### config.mk
export PLATFORM = sky130hd
export DESIGN_NAME = cap_top
export DESIGN_NICKNAME = d
export VERILOG_FILES = /design/src/logic/cap_pkg.sv /design/src/logic/cap_timebase.sv /design/src/logic/cap_module.sv /design/src/logic/cap_top.sv
export SDC_FILE = /design/constraint.sdc
export NUM_CORES = 1
export LEC_CHECK = 0
export BUFFER_PORTS_ARGS = -buffer_cell sky130_fd_sc_hd__buf_2
export CORE_ASPECT_RATIO = 1.2
export CORE_MARGIN = 3
export CORE_UTILIZATION = 32
export CTS_BUF_LIST = sky130_fd_sc_hd__clkbuf_16
export CTS_CLUSTER_DIAMETER = 150
export CTS_CLUSTER_SIZE = 24
export DETAILED_ROUTE_END_ITERATION = 8
export HOLD_SLACK_MARGIN = 0.05
export PLACE_DENSITY_LB_ADDON = 0.05
export SLEW_MARGIN = 20
export SYNTH_ARGS = -nofsm -noshare
export SYNTH_HDL_FRONTEND = slang
export SYNTH_HIERARCHICAL = 1
export SYNTH_SLANG_ARGS = --single-unit
### constraint.sdc
create_clock -name clk -period 4 [get_ports clk]
set_input_delay 0.2 -clock clk [delete_from_list [all_inputs] [get_ports clk]]
set_output_delay 0.2 -clock clk [all_outputs]
set_load 0.05 [all_outputs]
### src/logic/cap_pkg.sv
// package: register addresses, field positions and timing counts for the counter array
package cap_pkg;
   localparam int N_MOD = 5;
   // special function register addresses
   localparam logic [7:0] ADDR_CTRL = 8'hd8;
   localparam logic [7:0] ADDR_MODE = 8'hd9;
   localparam logic [7:0] ADDR_MMODE0 = 8'hda;
   localparam logic [7:0] ADDR_CNT_LO = 8'he9;
   localparam logic [7:0] ADDR_CMP_LO0 = 8'hea;
   localparam logic [7:0] ADDR_CNT_HI = 8'hf9;
   localparam logic [7:0] ADDR_CMP_HI0 = 8'hfa;
   // control register fields
   localparam int CTRL_OVF_BIT = 7;
   localparam int CTRL_RUN_BIT = 6;
   localparam logic [7:0] CTRL_RESET = 8'h00;
   // mode register fields
   localparam int MODE_IDLE_BIT = 7;
   localparam int MODE_TB_HI = 2;
   localparam int MODE_TB_LO = 1;
   localparam int MODE_OVFIE_BIT = 0;
   localparam logic [7:0] MODE_MASK = 8'h87;
   // module mode register fields
   localparam int MM_CMP_EN = 6;
   localparam int MM_MATCH_EN = 3;
   localparam int MM_TOGGLE_EN = 2;
   localparam int MM_PWM_EN = 1;
   localparam int MM_IRQ_EN = 0;
   localparam logic [7:0] MM_MASK = 8'h7f;
   // timebase selections
   localparam logic [1:0] TB_DIV12 = 2'b00;
   localparam logic [1:0] TB_DIV4 = 2'b01;
   localparam logic [1:0] TB_T0 = 2'b10;
   localparam logic [1:0] TB_EXT = 2'b11;
   localparam int DIV_SLOW = 12;
   localparam int DIV_FAST = 4;
   localparam logic [7:0] LOW_WRAP = 8'hff;
   localparam logic [15:0] CNT_WRAP = 16'hffff;
endpackage

### src/logic/cap_timebase.sv
// timebase: divide-by-12 and divide-by-4 enables, timer 0 ticks, falling edges of the count input
`timescale 1ns/1ps
module cap_timebase (
   input wire logic clk, // system clock
   input wire logic srst, // synchronous reset, active high
   input wire logic [1:0] sel, // timebase select field
   input wire logic advance, // counter may advance (run and not suspended)
   input wire logic t0_ovf, // timer 0 overflow pulse
   input wire logic ext_in, // external count input level
   output logic tick // one-cycle count enable
);
   logic [3:0] div_r, div_nxt;
   logic ext_r, ext_nxt;

   // the divider only runs while counting, so a paused counter resumes mid-period
   always_comb begin
      div_nxt = div_r;
      if (advance) begin
         if ((sel == cap_pkg::TB_DIV12 && div_r == 4'(cap_pkg::DIV_SLOW - 1)) ||
             (sel == cap_pkg::TB_DIV4 && div_r >= 4'(cap_pkg::DIV_FAST - 1)))
            div_nxt = 4'h0;
         else
            div_nxt = div_r + 4'h1;
      end
      ext_nxt = ext_in;
   end

   always_ff @(posedge clk) begin
      if (srst) begin
         div_r <= 4'h0;
         ext_r <= 1'b1;
      end else begin
         div_r <= div_nxt;
         ext_r <= ext_nxt;
      end
   end

   // falling edge of the input needs it stable for at least one clock each way
   always_comb begin
      unique case (sel)
         cap_pkg::TB_DIV12: tick = advance && div_r == 4'(cap_pkg::DIV_SLOW - 1);
         cap_pkg::TB_DIV4: tick = advance && div_r >= 4'(cap_pkg::DIV_FAST - 1);
         cap_pkg::TB_T0: tick = advance && t0_ovf;
         cap_pkg::TB_EXT: tick = advance && ext_r && !ext_in;
      endcase
   end
endmodule

### src/logic/cap_module.sv
// one compare module: software timer, toggle output and 8-bit pulse width output
`timescale 1ns/1ps
module cap_module (
   input wire logic clk, // system clock
   input wire logic srst, // synchronous reset, active high
   input wire logic [7:0] mode, // module mode register
   input wire logic [15:0] count, // running counter
   input wire logic tick, // counter advances this cycle
   input wire logic wr_lo, // software writes compare low byte
   input wire logic wr_hi, // software writes compare high byte
   input wire logic [7:0] wdata, // write data
   output logic [15:0] cmp, // compare register
   output logic match, // one-cycle match pulse
   output logic pin // module output pin level
);
   logic [15:0] cmp_r, cmp_nxt;
   logic pin_r, pin_nxt;
   logic cmp_on, pwm_on, tog_on, mat_on, lo_wrap, eq16, eq8;

   assign cmp_on = mode[cap_pkg::MM_CMP_EN];
   assign pwm_on = cmp_on && mode[cap_pkg::MM_PWM_EN];
   assign tog_on = cmp_on && mode[cap_pkg::MM_MATCH_EN] && mode[cap_pkg::MM_TOGGLE_EN];
   assign mat_on = cmp_on && mode[cap_pkg::MM_MATCH_EN] && !pwm_on;
   // compares look at the value the counter takes after this tick
   assign lo_wrap = tick && count[7:0] == cap_pkg::LOW_WRAP;
   assign eq16 = tick && (count + 16'h1) == cmp_r;
   assign eq8 = tick && (count[7:0] + 8'h1) == cmp_r[7:0];
   assign match = mat_on && eq16;

   // compare bytes and output pin
   always_comb begin
      cmp_nxt = cmp_r;
      pin_nxt = pin_r;
      if (wr_lo)
         cmp_nxt[7:0] = wdata;
      if (wr_hi)
         cmp_nxt[15:8] = wdata;
      if (pwm_on) begin
         if (lo_wrap) begin
            cmp_nxt[7:0] = cmp_nxt[15:8];
            pin_nxt = 1'b0;
         end
         // a zero duty byte matches at wrap; set wins so full duty stays high
         if (eq8)
            pin_nxt = 1'b1;
      end else if (tog_on && eq16) begin
         pin_nxt = !pin_r;
      end
   end

   always_ff @(posedge clk) begin
      if (srst) begin
         cmp_r <= 16'h0000;
         pin_r <= 1'b0;
      end else begin
         cmp_r <= cmp_nxt;
         pin_r <= pin_nxt;
      end
   end

   assign cmp = cmp_r;
   assign pin = pin_r;
endmodule

### src/logic/cap_top.sv
// counter array top: control and mode registers, 16-bit counter, five compare modules
// What this block does
// - software-timer mode sets module flag on 16-bit counter/compare equality
// - module flags are never cleared by hardware; only a software write clears them
// - comparator enable plus match enable selects software-timer mode
// - high-speed output mode inverts the module pin on each 16-bit match
// - toggle, match and comparator enables together select high-speed output mode
// - pulse mode drives pin high when counter low byte equals compare low byte
// - pulse mode drives pin low when counter low byte overflows, unless the compare low byte is zero
// - at low byte wrap, compare high byte is copied into compare low byte
// - comparator enable plus pulse enable selects pulse-width mode
// - each module makes its own pulse output, period set by the timebase
// - reading the counter low byte latches the high byte for a later read
// - counter reads never stop, delay or alter counting
// - timebase field: 00 clock/12, 01 clock/4, 10 timer 0 overflow
// - timebase field 11 counts falling edges of the external count input
// - counter wrap from 0xffff to 0x0000 sets the overflow flag
// - overflow request only while its enable and flag are set; software clears
// - with idle control clear, the array keeps running during core idle
// - run control bit 6: 0 stops the counter, 1 runs it
// - control register: overflow bit 7, run bit 6, module flags 4..0, bit 5 zero
// - a 16-bit match sets the module flag; enabled flag requests service
// - with idle control set, the array is suspended during core idle
// - mode register: timebase bits 2..1, overflow enable bit 0, idle bit 7
`timescale 1ns/1ps
module cap_top #(
   parameter int N = cap_pkg::N_MOD // number of compare modules
) (
   input wire logic clk, // system clock, 100 MHz
   input wire logic srst, // synchronous reset, active high
   input wire logic [7:0] sfr_addr, // register address
   input wire logic sfr_wr, // write strobe, one cycle
   input wire logic sfr_rd, // read strobe, one cycle
   input wire logic [7:0] sfr_wdata, // write data
   output logic [7:0] sfr_rdata, // read data, registered
   input wire logic core_idle, // processor core in idle mode
   input wire logic t0_ovf, // timer 0 overflow pulse
   input wire logic external_count_input, // external count input level
   output logic [N-1:0] module_output_pin, // module output pins
   output logic irq // combined interrupt request, level
);
   logic [7:0] ctrl_r, ctrl_nxt;
   logic [7:0] mode_r, mode_nxt;
   logic [7:0] mm_r [N], mm_nxt [N];
   logic [15:0] cnt_r, cnt_nxt;
   logic [7:0] snap_r, snap_nxt;
   logic [7:0] rdata_r, rdata_nxt;
   logic [15:0] cmp [N];
   logic [N-1:0] match, wr_lo, wr_hi, irq_mod;
   logic tick, advance, suspended;

   // offset of an address within a five-register bank, or n when outside it
   function automatic int bank_idx(input logic [7:0] a, input logic [7:0] base);
      logic [7:0] d;
      d = a - base;
      if (a >= base && d < 8'(N))
         return int'(d);
      return N;
   endfunction

   assign suspended = mode_r[cap_pkg::MODE_IDLE_BIT] && core_idle;
   assign advance = ctrl_r[cap_pkg::CTRL_RUN_BIT] && !suspended;

   cap_timebase u_tb (
      .clk(clk),
      .srst(srst),
      .sel(mode_r[cap_pkg::MODE_TB_HI:cap_pkg::MODE_TB_LO]),
      .advance(advance),
      .t0_ovf(t0_ovf),
      .ext_in(external_count_input),
      .tick(tick)
   );

   // one compare unit per module, each with its own pin
   generate
      for (genvar i = 0; i < N; i++) begin : g_mod
         assign wr_lo[i] = sfr_wr && bank_idx(sfr_addr, cap_pkg::ADDR_CMP_LO0) == i;
         assign wr_hi[i] = sfr_wr && bank_idx(sfr_addr, cap_pkg::ADDR_CMP_HI0) == i;
         assign irq_mod[i] = ctrl_r[i] && mm_r[i][cap_pkg::MM_IRQ_EN];
         cap_module u_mod (
            .clk(clk),
            .srst(srst),
            .mode(mm_r[i]),
            .count(cnt_r),
            .tick(tick),
            .wr_lo(wr_lo[i]),
            .wr_hi(wr_hi[i]),
            .wdata(sfr_wdata),
            .cmp(cmp[i]),
            .match(match[i]),
            .pin(module_output_pin[i])
         );
      end
   endgenerate

   // registers and counter; hardware set beats a software clear in the same cycle
   always_comb begin
      ctrl_nxt = ctrl_r;
      mode_nxt = mode_r;
      mm_nxt = mm_r;
      cnt_nxt = cnt_r;
      snap_nxt = snap_r;
      if (sfr_wr) begin
         if (sfr_addr == cap_pkg::ADDR_CTRL)
            ctrl_nxt = sfr_wdata & {3'b110, 5'(2 ** N - 1)};
         if (sfr_addr == cap_pkg::ADDR_MODE)
            mode_nxt = sfr_wdata & cap_pkg::MODE_MASK;
         for (int i = 0; i < N; i++)
            if (bank_idx(sfr_addr, cap_pkg::ADDR_MMODE0) == i)
               mm_nxt[i] = sfr_wdata & cap_pkg::MM_MASK;
         // a direct counter write is allowed; software should stop it first
         if (sfr_addr == cap_pkg::ADDR_CNT_LO)
            cnt_nxt[7:0] = sfr_wdata;
         if (sfr_addr == cap_pkg::ADDR_CNT_HI)
            cnt_nxt[15:8] = sfr_wdata;
      end
      if (tick)
         cnt_nxt = cnt_r + 16'h1;
      if (tick && cnt_r == cap_pkg::CNT_WRAP)
         ctrl_nxt[cap_pkg::CTRL_OVF_BIT] = 1'b1;
      for (int i = 0; i < N; i++)
         if (match[i])
            ctrl_nxt[i] = 1'b1;
      // snapshot taken from the live count, reading never touches the counter
      if (sfr_rd && sfr_addr == cap_pkg::ADDR_CNT_LO)
         snap_nxt = cnt_r[15:8];
   end

   // read multiplexer, unmapped addresses read zero
   always_comb begin
      rdata_nxt = rdata_r;
      if (sfr_rd) begin
         rdata_nxt = 8'h00;
         if (sfr_addr == cap_pkg::ADDR_CTRL)
            rdata_nxt = ctrl_r;
         if (sfr_addr == cap_pkg::ADDR_MODE)
            rdata_nxt = mode_r;
         if (sfr_addr == cap_pkg::ADDR_CNT_LO)
            rdata_nxt = cnt_r[7:0];
         if (sfr_addr == cap_pkg::ADDR_CNT_HI)
            rdata_nxt = snap_r;
         for (int i = 0; i < N; i++) begin
            if (bank_idx(sfr_addr, cap_pkg::ADDR_MMODE0) == i)
               rdata_nxt = mm_r[i];
            if (bank_idx(sfr_addr, cap_pkg::ADDR_CMP_LO0) == i)
               rdata_nxt = cmp[i][7:0];
            if (bank_idx(sfr_addr, cap_pkg::ADDR_CMP_HI0) == i)
               rdata_nxt = cmp[i][15:8];
         end
      end
   end

   always_ff @(posedge clk) begin
      if (srst) begin
         ctrl_r <= cap_pkg::CTRL_RESET;
         mode_r <= 8'h00;
         for (int i = 0; i < N; i++)
            mm_r[i] <= 8'h00;
         cnt_r <= 16'h0000;
         snap_r <= 8'h00;
         rdata_r <= 8'h00;
      end else begin
         ctrl_r <= ctrl_nxt;
         mode_r <= mode_nxt;
         mm_r <= mm_nxt;
         cnt_r <= cnt_nxt;
         snap_r <= snap_nxt;
         rdata_r <= rdata_nxt;
      end
   end

   assign sfr_rdata = rdata_r;
   // one request line for the whole array
   assign irq = (ctrl_r[cap_pkg::CTRL_OVF_BIT] && mode_r[cap_pkg::MODE_OVFIE_BIT]) ||
                (|irq_mod);
endmodule

==> key figures, run 1 <==
Outcome
  – Status: complete, no violations

Clock tree
  – Total CTS buffers: 17
  – # resized after CTS: 0
  – Setup bufs post-CTS: 0
  – Clock sink total: roughly 170
  – Max clock buf depth: 2
  – CTS tree: done
  – Root Driver: clkbuf_16
  – CTS H-tree depth: 4
  – Worst-path clk slew: about 0.070 ns
  – Clock Latency Late Sink: 0.45 ns

Setup path
  – Critical Path Source Type: register
  – Reg2reg end: g_mod[0].u_mod/pin
  – Worst R2R Setup Slack: a little over 0.6 ns
  – Reg2reg start: mode_r[1]
  – Crit Path Class: register to register
  – CP Max Fanout: 29
  – CP startpoint: mode_r[1]
  – R2R cell count: 11
  – WP data arrival: about 3.7 ns
  – Critical Path RT: between 4 and 5 ns
  – Crit end category: register

Min path
  – Min-delay src: srst
  – Worst hold path class: input port to register
  – WHS Endpoint: mode_r[1]
  – Hold Path Depth: 2

Layout
  – Commonest non-fill, non-tap cell in the layout: nor2_1
  – Final-stage net count: ~1500
  – Multi-input gate area: approximately 7700 um2
  – Layout area overhead: 11.7%
  – # diodes: 0
  – Most frequent cells in the layout: 172 x nor2_1, 165 x dfxtp_1, 120 x nand2_1
  – Core Util, Final: 36.6%
  – Fraction of final layout cells sized beyond drive strength 1: between 10% and 20%
  – Register area: 3370 um2
  – # fillers: about 3800

STA
  – Tcrit/Tclk final: a little over four fifths
  – Final hold violations: 0
  – Min cycle time layout: about 3.4 ns
  – Setup total negative slack: 0 ns
  – Slew headroom: between 20% and 30%
  – Fin. max-slew vios: 0
  – Worst-Margin Slew: approximately 1.1 ns
  – Highest Clock Rate: between 0.2 and 0.3 GHz
  – Final setup vio count: 0
  – Final clock skew: roughly 0.012 ns
  – RSZ-0062 raised after global routing: no

Yosys
  – Synthesized area: 11600 um2
  – Syn Area/Cell: between 7 and 8 um2
  – Syn. warnings: 6
  – Synth Net Count: around 1500
  – Syn Inst Count: between 1000 and 1500

Floorplanning
  – Die Y: roughly 210 um
  – # rows: 75
  – Initial Util: about 33%
  – Die ar.: roughly 38000 um2
  – Core Footprint: around 35000 um2
  – I/O pins: 37
  – Die width: 179 um

Placed design
  – DPL Wire Length: 35400 um
  – PortBufs: 36
  – GP Congestion: 0.910

GRT
  – GRT Total Usage: 25.5%
  – Vias in the first global route: around 11000
  – Largest net degree at the start of global routing: 100
  – GRT Residual Overflow: 0
  – Initial antenna violation count: 1
  – First-pass GRT wire length: between 70000 and 80000 um

Route
  – Routed vias/inst: about 6
  – Initial drt markers: roughly 940
  – WL/cell: ~26 um
  – DRC: 0
  – Total Wirelength: between 50000 and 60000 um
  – DR vias: 11600
  – Initial DRT Pass Iterations: 5
  – Routed Antenna Nets: 0

Pwr
  – VDD IR max: between 0.2 and 0.25 mV
  – Pwr dens: between 200 and 300 nW/um2
  – Leak Pwr: roughly 4.5 nW

Flow run
  – Max-Cap Viols: 0
power by group:
part	internal, W	switching (W)	leakage, nW
clock	0.000792	0.000770	0.250
combinational	0.0000547	0.000188	2.88
sequential	0.00168	0.00000667	1.36
total	0.00252	0.000965	4.49
worst max-delay path: stages (launching register included):
cell and delay (ns):
dfxtp_1 0.42, inv_1 0.09, ha_1 0.31, and3_1 0.15
o41ai_2 0.30, buf_4 0.46, nand2_1 0.10, a211oi_1 0.31
o2111ai_2 0.27, a2111oi_4 0.48, nand2_1 0.10, a22o_1 0.24
how the worst max path moves through the flow:
stage                                        to  slack, ns  cells past startpoint
after floorplan           g_mod[4].u_mod/cmp[3]       0.62                     15
after global placement    g_mod[4].u_mod/cmp[1]       0.52                     11
after detailed placement  g_mod[4].u_mod/cmp[1]       0.48                     11
after CTS                    g_mod[0].u_mod/pin       0.65                     11
after global routing         g_mod[0].u_mod/pin       0.46                     11
final                        g_mod[0].u_mod/pin       0.62                     11
metrics by stage:
stage / setup slack (ns) / area [um2] / total power (W) / hold slack [ns] / std cells
after floorplan: 0.619 / 11600 / 0.00185 / 0.304 / 1475
after global placement: 0.522 / 12400 / 0.00196 / 0.412 / 1940
after detailed placement: 0.479 / 12400 / 0.00196 / 0.406 / 1940
after CTS: 0.647 / 12900 / 0.00353 / 0.226 / 1973
after global routing: 0.464 / 12900 / 0.00360 / 0.249 / 1973
final: 0.620 / 12900 / 0.00349 / 0.243 / 1973
flip-flops by register name (all words and copies together), names as in the netlist:
| register | count |
|---|---|
| g_mod.u_mod/cmp | 80 |
| mm_r | 35 |
| cnt_r | 16 |
| sfr_rdata | 8 |
| snap_r | 8 |
| ctrl_r | 7 |
| g_mod.u_mod/pin | 5 |
| mode_r | 4 |
| u_tb/div_r | 4 |
| u_tb/ext_r | 1 |
per-layer routing:
metal | vias to the layer above | global-route usage [%] | share of wire [%]
met2 | 439 | 40.0 | 45
met5 | - | 0 | 0
li1 | 5459 | - | -
met3 | 77 | 3.50 | 5.8
met4 | 0 | 8.92 | 3.2
met1 | 5658 | 36.1 | 46
repair_timing:
item	CTS	global route
hold endpoints to repair	1	0
hold buffers	1	0
endpoints found under the setup margin	0	0
cell type report:
class / count / share of cell area, %
Clock inverter: 15 / 0.814
Tap cell: 462 / 4.48
Timing Repair Buffer: 83 / 4.39
Clock buffer: 17 / 3.29
Sequential cell: 168 / 26.1
Inverter: 44 / 1.28
Multi-Input combinational cell: 1184 / 59.7
No activity file was read; power rests on OpenSTA's default activity.
==> inputs of run 2 (changes only) <==
ABC_AREA = 1   (was not set)
clock period = 3.4 ns   (was 4 ns; I/O delays follow)
==> key figures, run 2 <==
Route
  – Routed Antenna Nets: 0
  – Routed vias/inst: 5.01
  – DR vias: approximately 13000
  – DRC: 0
  – Initial drt markers: 956
  – WL/cell: 19.9 um
  – Total Wirelength: between 50000 and 60000 um
  – Initial DRT Pass Iterations: 5

Layout
  – # diodes: 0
  – Max reg flops: 80
  – Layout area overhead: 14.0%
  – Most frequent cells in the layout: 580 x nand2_1, 265 x inv_1, 204 x nor2_1
  – Final-stage net count: 2156
  – Fraction of final layout cells sized beyond drive strength 1: 12.0%
  – Commonest non-fill, non-tap cell in the layout: nand2_1
  – # fillers: 4283

STA
  – Tcrit/Tclk final: between 80% and 90%
  – Worst-Margin Slew: 0.784 ns
  – RSZ-0062 raised after global routing: no
  – Fin. max-slew vios: 0
  – Slew headroom: between 40% and 50%
  – Min cycle time layout: 3.05 ns
  – Final setup vio count: 0
  – Min Hold Slack: approximately 0.20 ns
  – Setup total negative slack: 0 ns
  – Final hold violations: 0
  – Final clock skew: approximately 0.012 ns
  – Highest Clock Rate: between 0.3 and 0.4 GHz

GRT
  – GRT Residual Overflow: 0
  – Vias in the first global route: 12500
  – Routing usage on met2: 44.3%
  – Largest net degree at the start of global routing: 84
  – GRT Total Usage: between 20% and 30%
  – Top Usage Layer GRT: met2
  – Initial antenna violation count: 2
  – Met1 Use GR: roughly a third
  – First-pass GRT wire length: between 70000 and 80000 um
  – Met3 Usage GRT: 2.62%

Flow run
  – Max-Cap Viols: 0

Floorplanning
  – I/O pins: 37
  – # rows: 78
  – Initial Util: approximately 33%
  – Die ar.: 41500 um2
  – Die width: 186 um
  – Core Footprint: ~38000 um2
  – Die Y: around 220 um

Clock tree
  – Worst-path clk slew: ~0.08 ns
  – CTS H-tree depth: 4
  – Clock Latency Late Sink: approximately 0.46 ns
  – Root Driver: clkbuf_16
  – # resized after CTS: 0
  – CTS tree: done
  – Total CTS buffers: 17
  – Clock sink total: between 150 and 200
  – Max clock buf depth: 2

Yosys
  – Syn Inst Count: 2041
  – Syn. warnings: 6
  – Synth Net Count: ~2100
  – Synthesized area: 12500 um2
  – Syn Area/Cell: roughly 6 um2

Placed design
  – DPL Wire Length: between 30000 and 40000 um
  – PortBufs: 36
  – GP Congestion: between 0.9 and 1

Setup path
  – Worst path cell trace: inv_1 -> ha_1 -> nor3_1 -> nor2_1 -> a21oi_4 -> buf_4 -> nand3_1 -> nor2_1 -> nand3_1 -> nor2_1 -> nand3_1 -> nor3_4 -> nand2_1 -> nor3_1 -> o31ai_1 -> inv_1
  – Crit end category: register
  – WP data arrival: roughly 3.5 ns
  – Critical Path RT: ~3.8 ns
  – CP max stage cell: dfxtp_1
  – Crit Path Class: register to register
  – Critical Path Source Type: register
  – Slowest stage delay, CP: ~0.41 ns
  – CP Max Fanout: 27

Outcome
  – Status: complete, no violations

Pwr
  – Pwr dens: just over 300 nW/um2
  – Leak Pwr: 6.08 nW
  – VDD IR max: between 0.3 and 0.4 mV

Min path
  – Worst hold path class: input port to register
-- run 2: layout make-up --
type	instances	area, um2	area share, %
multi-input combinational	1551	7860	55.2
sequential	168	3360	23.6
inverter	276	1040	7.28
timing repair buffer	106	723	5.07
tap	520	651	4.57
clock buffer	17	425	2.98
clock inverter	15	191	1.34
-- run 2: final timing paths --
kind,from,end,slack (ns),depth (start not counted)
worst max register to register,mode_r[1],ctrl_r[3],0.35,16
worst min register to register,mm_r[28],mm_r[28],0.45,2
worst max-delay path,mode_r[1],ctrl_r[3],0.35,16
worst min-delay path,sfr_rd,sfr_rdata[7],0.20,4
-- run 2: through the flow --
| step | power, W | util [%] | worst slack [ns] | instance area [um2] | instances |
|---|---|---|---|---|---|
| 2_1_floorplan | 0.00214 | - | 0.775 | 12500 | 2041 |
| 3_3_place_gp | 0.00226 | 35.7 | 0.102 | 13600 | 2620 |
| 3_5_place_dp | 0.00226 | 35.7 | 0.106 | 13600 | 2620 |
| 4_1_cts | 0.00440 | 37.4 | 0.348 | 14300 | 2653 |
| 5_1_grt | 0.00448 | 37.4 | 0.119 | 14300 | 2653 |
| 6_report | 0.00435 | 37.4 | 0.349 | 14300 | 2653 |
-- run 2: power breakdown --
group	switching, W	internal [W]	total, W
Clock	0.000966	0.00117	0.00214
Combinational	0.000191	0.0000489	0.000240
Sequential	0.00000267	0.00197	0.00197
Total	0.00116	0.00319	0.00435
-- run 2: metal layers --
layer,wire (um),share of wire (%)
met5,0,0
met4,2060,3.9
met3,1920,3.6
met2,25800,49
met1,23100,44
-- run 2: what timing repair did --
item                      4_1_cts  5_1_grt
setup buffers                   0        0
hold buffers                    1        0
hold endpoints to repair        1        0
-- run 2: worst max-delay path: cells and delay by family, from the launching register on --
kind	cells	cell delay, ns
simple gates	10	1.18
buf+inv	3	0.57
compound gates	2	0.51
flops	1	0.41
fa+ha+maj	1	0.31
==> inputs of run 3 (changes only) <==
CORE_MARGIN = 2   (was 3)
CTS_BUF_LIST = sky130_fd_sc_hd__clkbuf_8   (was sky130_fd_sc_hd__clkbuf_16)
HOLD_SLACK_MARGIN = not set   (was 0.05)
==> key figures, run 3 (synthesized netlist as in run 2, its figures left out) <==
Outcome
  – Status: complete, no violations

Clock tree
  – Hold-fix buffers, CTS: 1
  – CTS tree: done
  – Max clock buf depth: 2
  – CTS H-tree depth: 4
  – Setup bufs post-CTS: 0
  – Clock sink total: ~170
  – # resized after CTS: 0
  – Total CTS buffers: 17
  – Clock Latency Late Sink: around 0.53 ns
  – Root Driver: clkbuf_8
  – Worst-path clk slew: ~0.1 ns

STA
  – Min cycle time layout: between 3 and 4 ns
  – Final hold violations: 0
  – RSZ-0062 raised after global routing: no
  – Tcrit/Tclk final: 88.3%
  – Highest Clock Rate: 0.333 GHz
  – Slew headroom: between 50% and 60%
  – Fin. max-slew vios: 0
  – Setup total negative slack: 0 ns
  – Min Hold Slack: 0.0537 ns
  – Final clock skew: ~0.013 ns
  – Final setup vio count: 0
  – Worst-Margin Slew: approximately 0.74 ns

Pwr
  – Internal power: between 0.002 and 0.003 W
  – Logic pwr share: under 10%
  – VDD IR max: ~0.21 mV
  – Clock group share of total power: 42.0%
  – Leak Pwr: 5.93 nW
  – NetSw: approximately 0.0010 W
  – Pwr dens: 273 nW/um2
  – Sequential share of power: 51.6%
  – Switching power share of the total: 27.0%
  – Tot Pwr: 0.00382 W

Placed design
  – DPL Wire Length: slightly below 40000 um
  – PortBufs: 36
  – Inst Count DP: around 2600
  – GP Congestion: around 0.9

GRT
  – Initial antenna violation count: 3
  – GRT Total Usage: around a quarter
  – First-pass GRT wire length: between 70000 and 80000 um
  – Largest net degree at the start of global routing: 42
  – GRT Residual Overflow: 0
  – Vias in the first global route: approximately 13000

Setup path
  – Worst R2R Setup Slack: 0.40 ns
  – WP data arrival: 3.49 ns
  – Critical Path RT: around 3.9 ns
  – CP Max Fanout: 6
  – Crit end category: register
  – Crit Path Class: register to register
  – R2R cell count: 18
  – Critical Path Source Type: register

Layout
  – Layout area overhead: 12.1%
  – Non-Filler Instances: 2646
  – # diodes: 0
  – Final-stage net count: approximately 2100
  – Max reg flops: 80
  – Most frequent cells in the layout: 580 x nand2_1, 269 x inv_1, 204 x nor2_1
  – Fraction of final layout cells sized beyond drive strength 1: around 11%
  – Commonest non-fill, non-tap cell in the layout: nand2_1

Route
  – Routed Antenna Nets: 0
  – Initial DRT Pass Iterations: 5
  – Total Wirelength: 53000 um
  – DRC: 0
  – WL/cell: 20.0 um
  – Routed vias/inst: between 4 and 5
  – Initial drt markers: about 1000
  – DR vias: 13200

Min path
  – Hold Path Depth: 3
  – Worst hold path class: input port to register

Floorplanning
  – Initial Util: 32.3%
  – Die width: about 180 um
  – I/O pins: 37
  – Die Y: 220 um
  – Core Footprint: approximately 39000 um2
  – Die ar.: about 40000 um2
  – # rows: 79

Flow run
  – Max-Cap Viols: 0
[run 3: cell count changes in the layout (fill, tap and decap cells not counted)]
cell / before / now
inv_8: 2 / 0
inv_6: 3 / 0
buf_4: 69 / 55
inv_2: 4 / 3
clkbuf_8: 0 / 20
clkbuf_16: 17 / 0
clkinv_4: 5 / 1
clkinv_1: 7 / 6
buf_12: 1 / 4
inv_1: 265 / 269
clkinvlp_4: 0 / 2
[run 3: critical path, stage by stage (launching register included)]
cell and delay (ns):
dfxtp_1 0.42, inv_1 0.09, ha_1 0.31, nor3_1 0.17, nor2_1 0.09, a21oi_4 0.35
nand3_1 0.12, nor2_1 0.09, nand3_1 0.09, nor2_1 0.09, nand3_1 0.17, nor3_4 0.19
nand2_1 0.08, nor3_1 0.24, buf_4 0.19, a21oi_1 0.04, o21ai_0 0.10, nand2_1 0.07
inv_1 0.06
[run 3: layer usage]
| metal | vias up | global-route usage, % | wire (um) |
|---|---|---|---|
| met5 | - | 0 | 11 |
| met4 | 2 | 10.9 | 1880 |
| met3 | 73 | 3.01 | 1690 |
| met2 | 288 | 47.7 | 26500 |
| met1 | 6176 | 32.5 | 23000 |
| li1 | 6668 | - | - |
[run 3: area by class of cell]
class	instances	area, um2
clock inverters	10	130
repair buffers	95	678
flip-flops and latches	168	3360
fillers	4341	24600
multi-input cells	1551	7860
clock buffers	20	275
inverters	276	1040
well taps	526	658
[run 3: power groups by stage]
stage                     combinational [W]  clock, W  sequential [W]
after floorplan                    0.000118         0         0.00202
final                              0.000241   0.00160         0.00197
after detailed placement           0.000238         0         0.00202
after global placement             0.000240         0         0.00202
after CTS                          0.000239   0.00164         0.00197
after global routing               0.000260   0.00172         0.00197
[run 3: per-stage QoR]
stage | cell area, um2 | worst slack, ns | utilization, %
after floorplan | 12500 | 0.775 | -
after global placement | 13600 | 0.328 | 35.2
after detailed placement | 13600 | 0.311 | 35.2
after CTS | 14000 | 0.393 | 36.2
after global routing | 14000 | 0.103 | 36.2
final | 14000 | 0.396 | 36.2
[run 3: worst paths after layout]
path,start,end
setup / recovery,mode_r[1],ctrl_r[1]
hold / removal,sfr_wdata[0],mm_r[0]
setup reg to reg,mode_r[1],ctrl_r[1]
hold reg to reg,mm_r[29],mm_r[29]
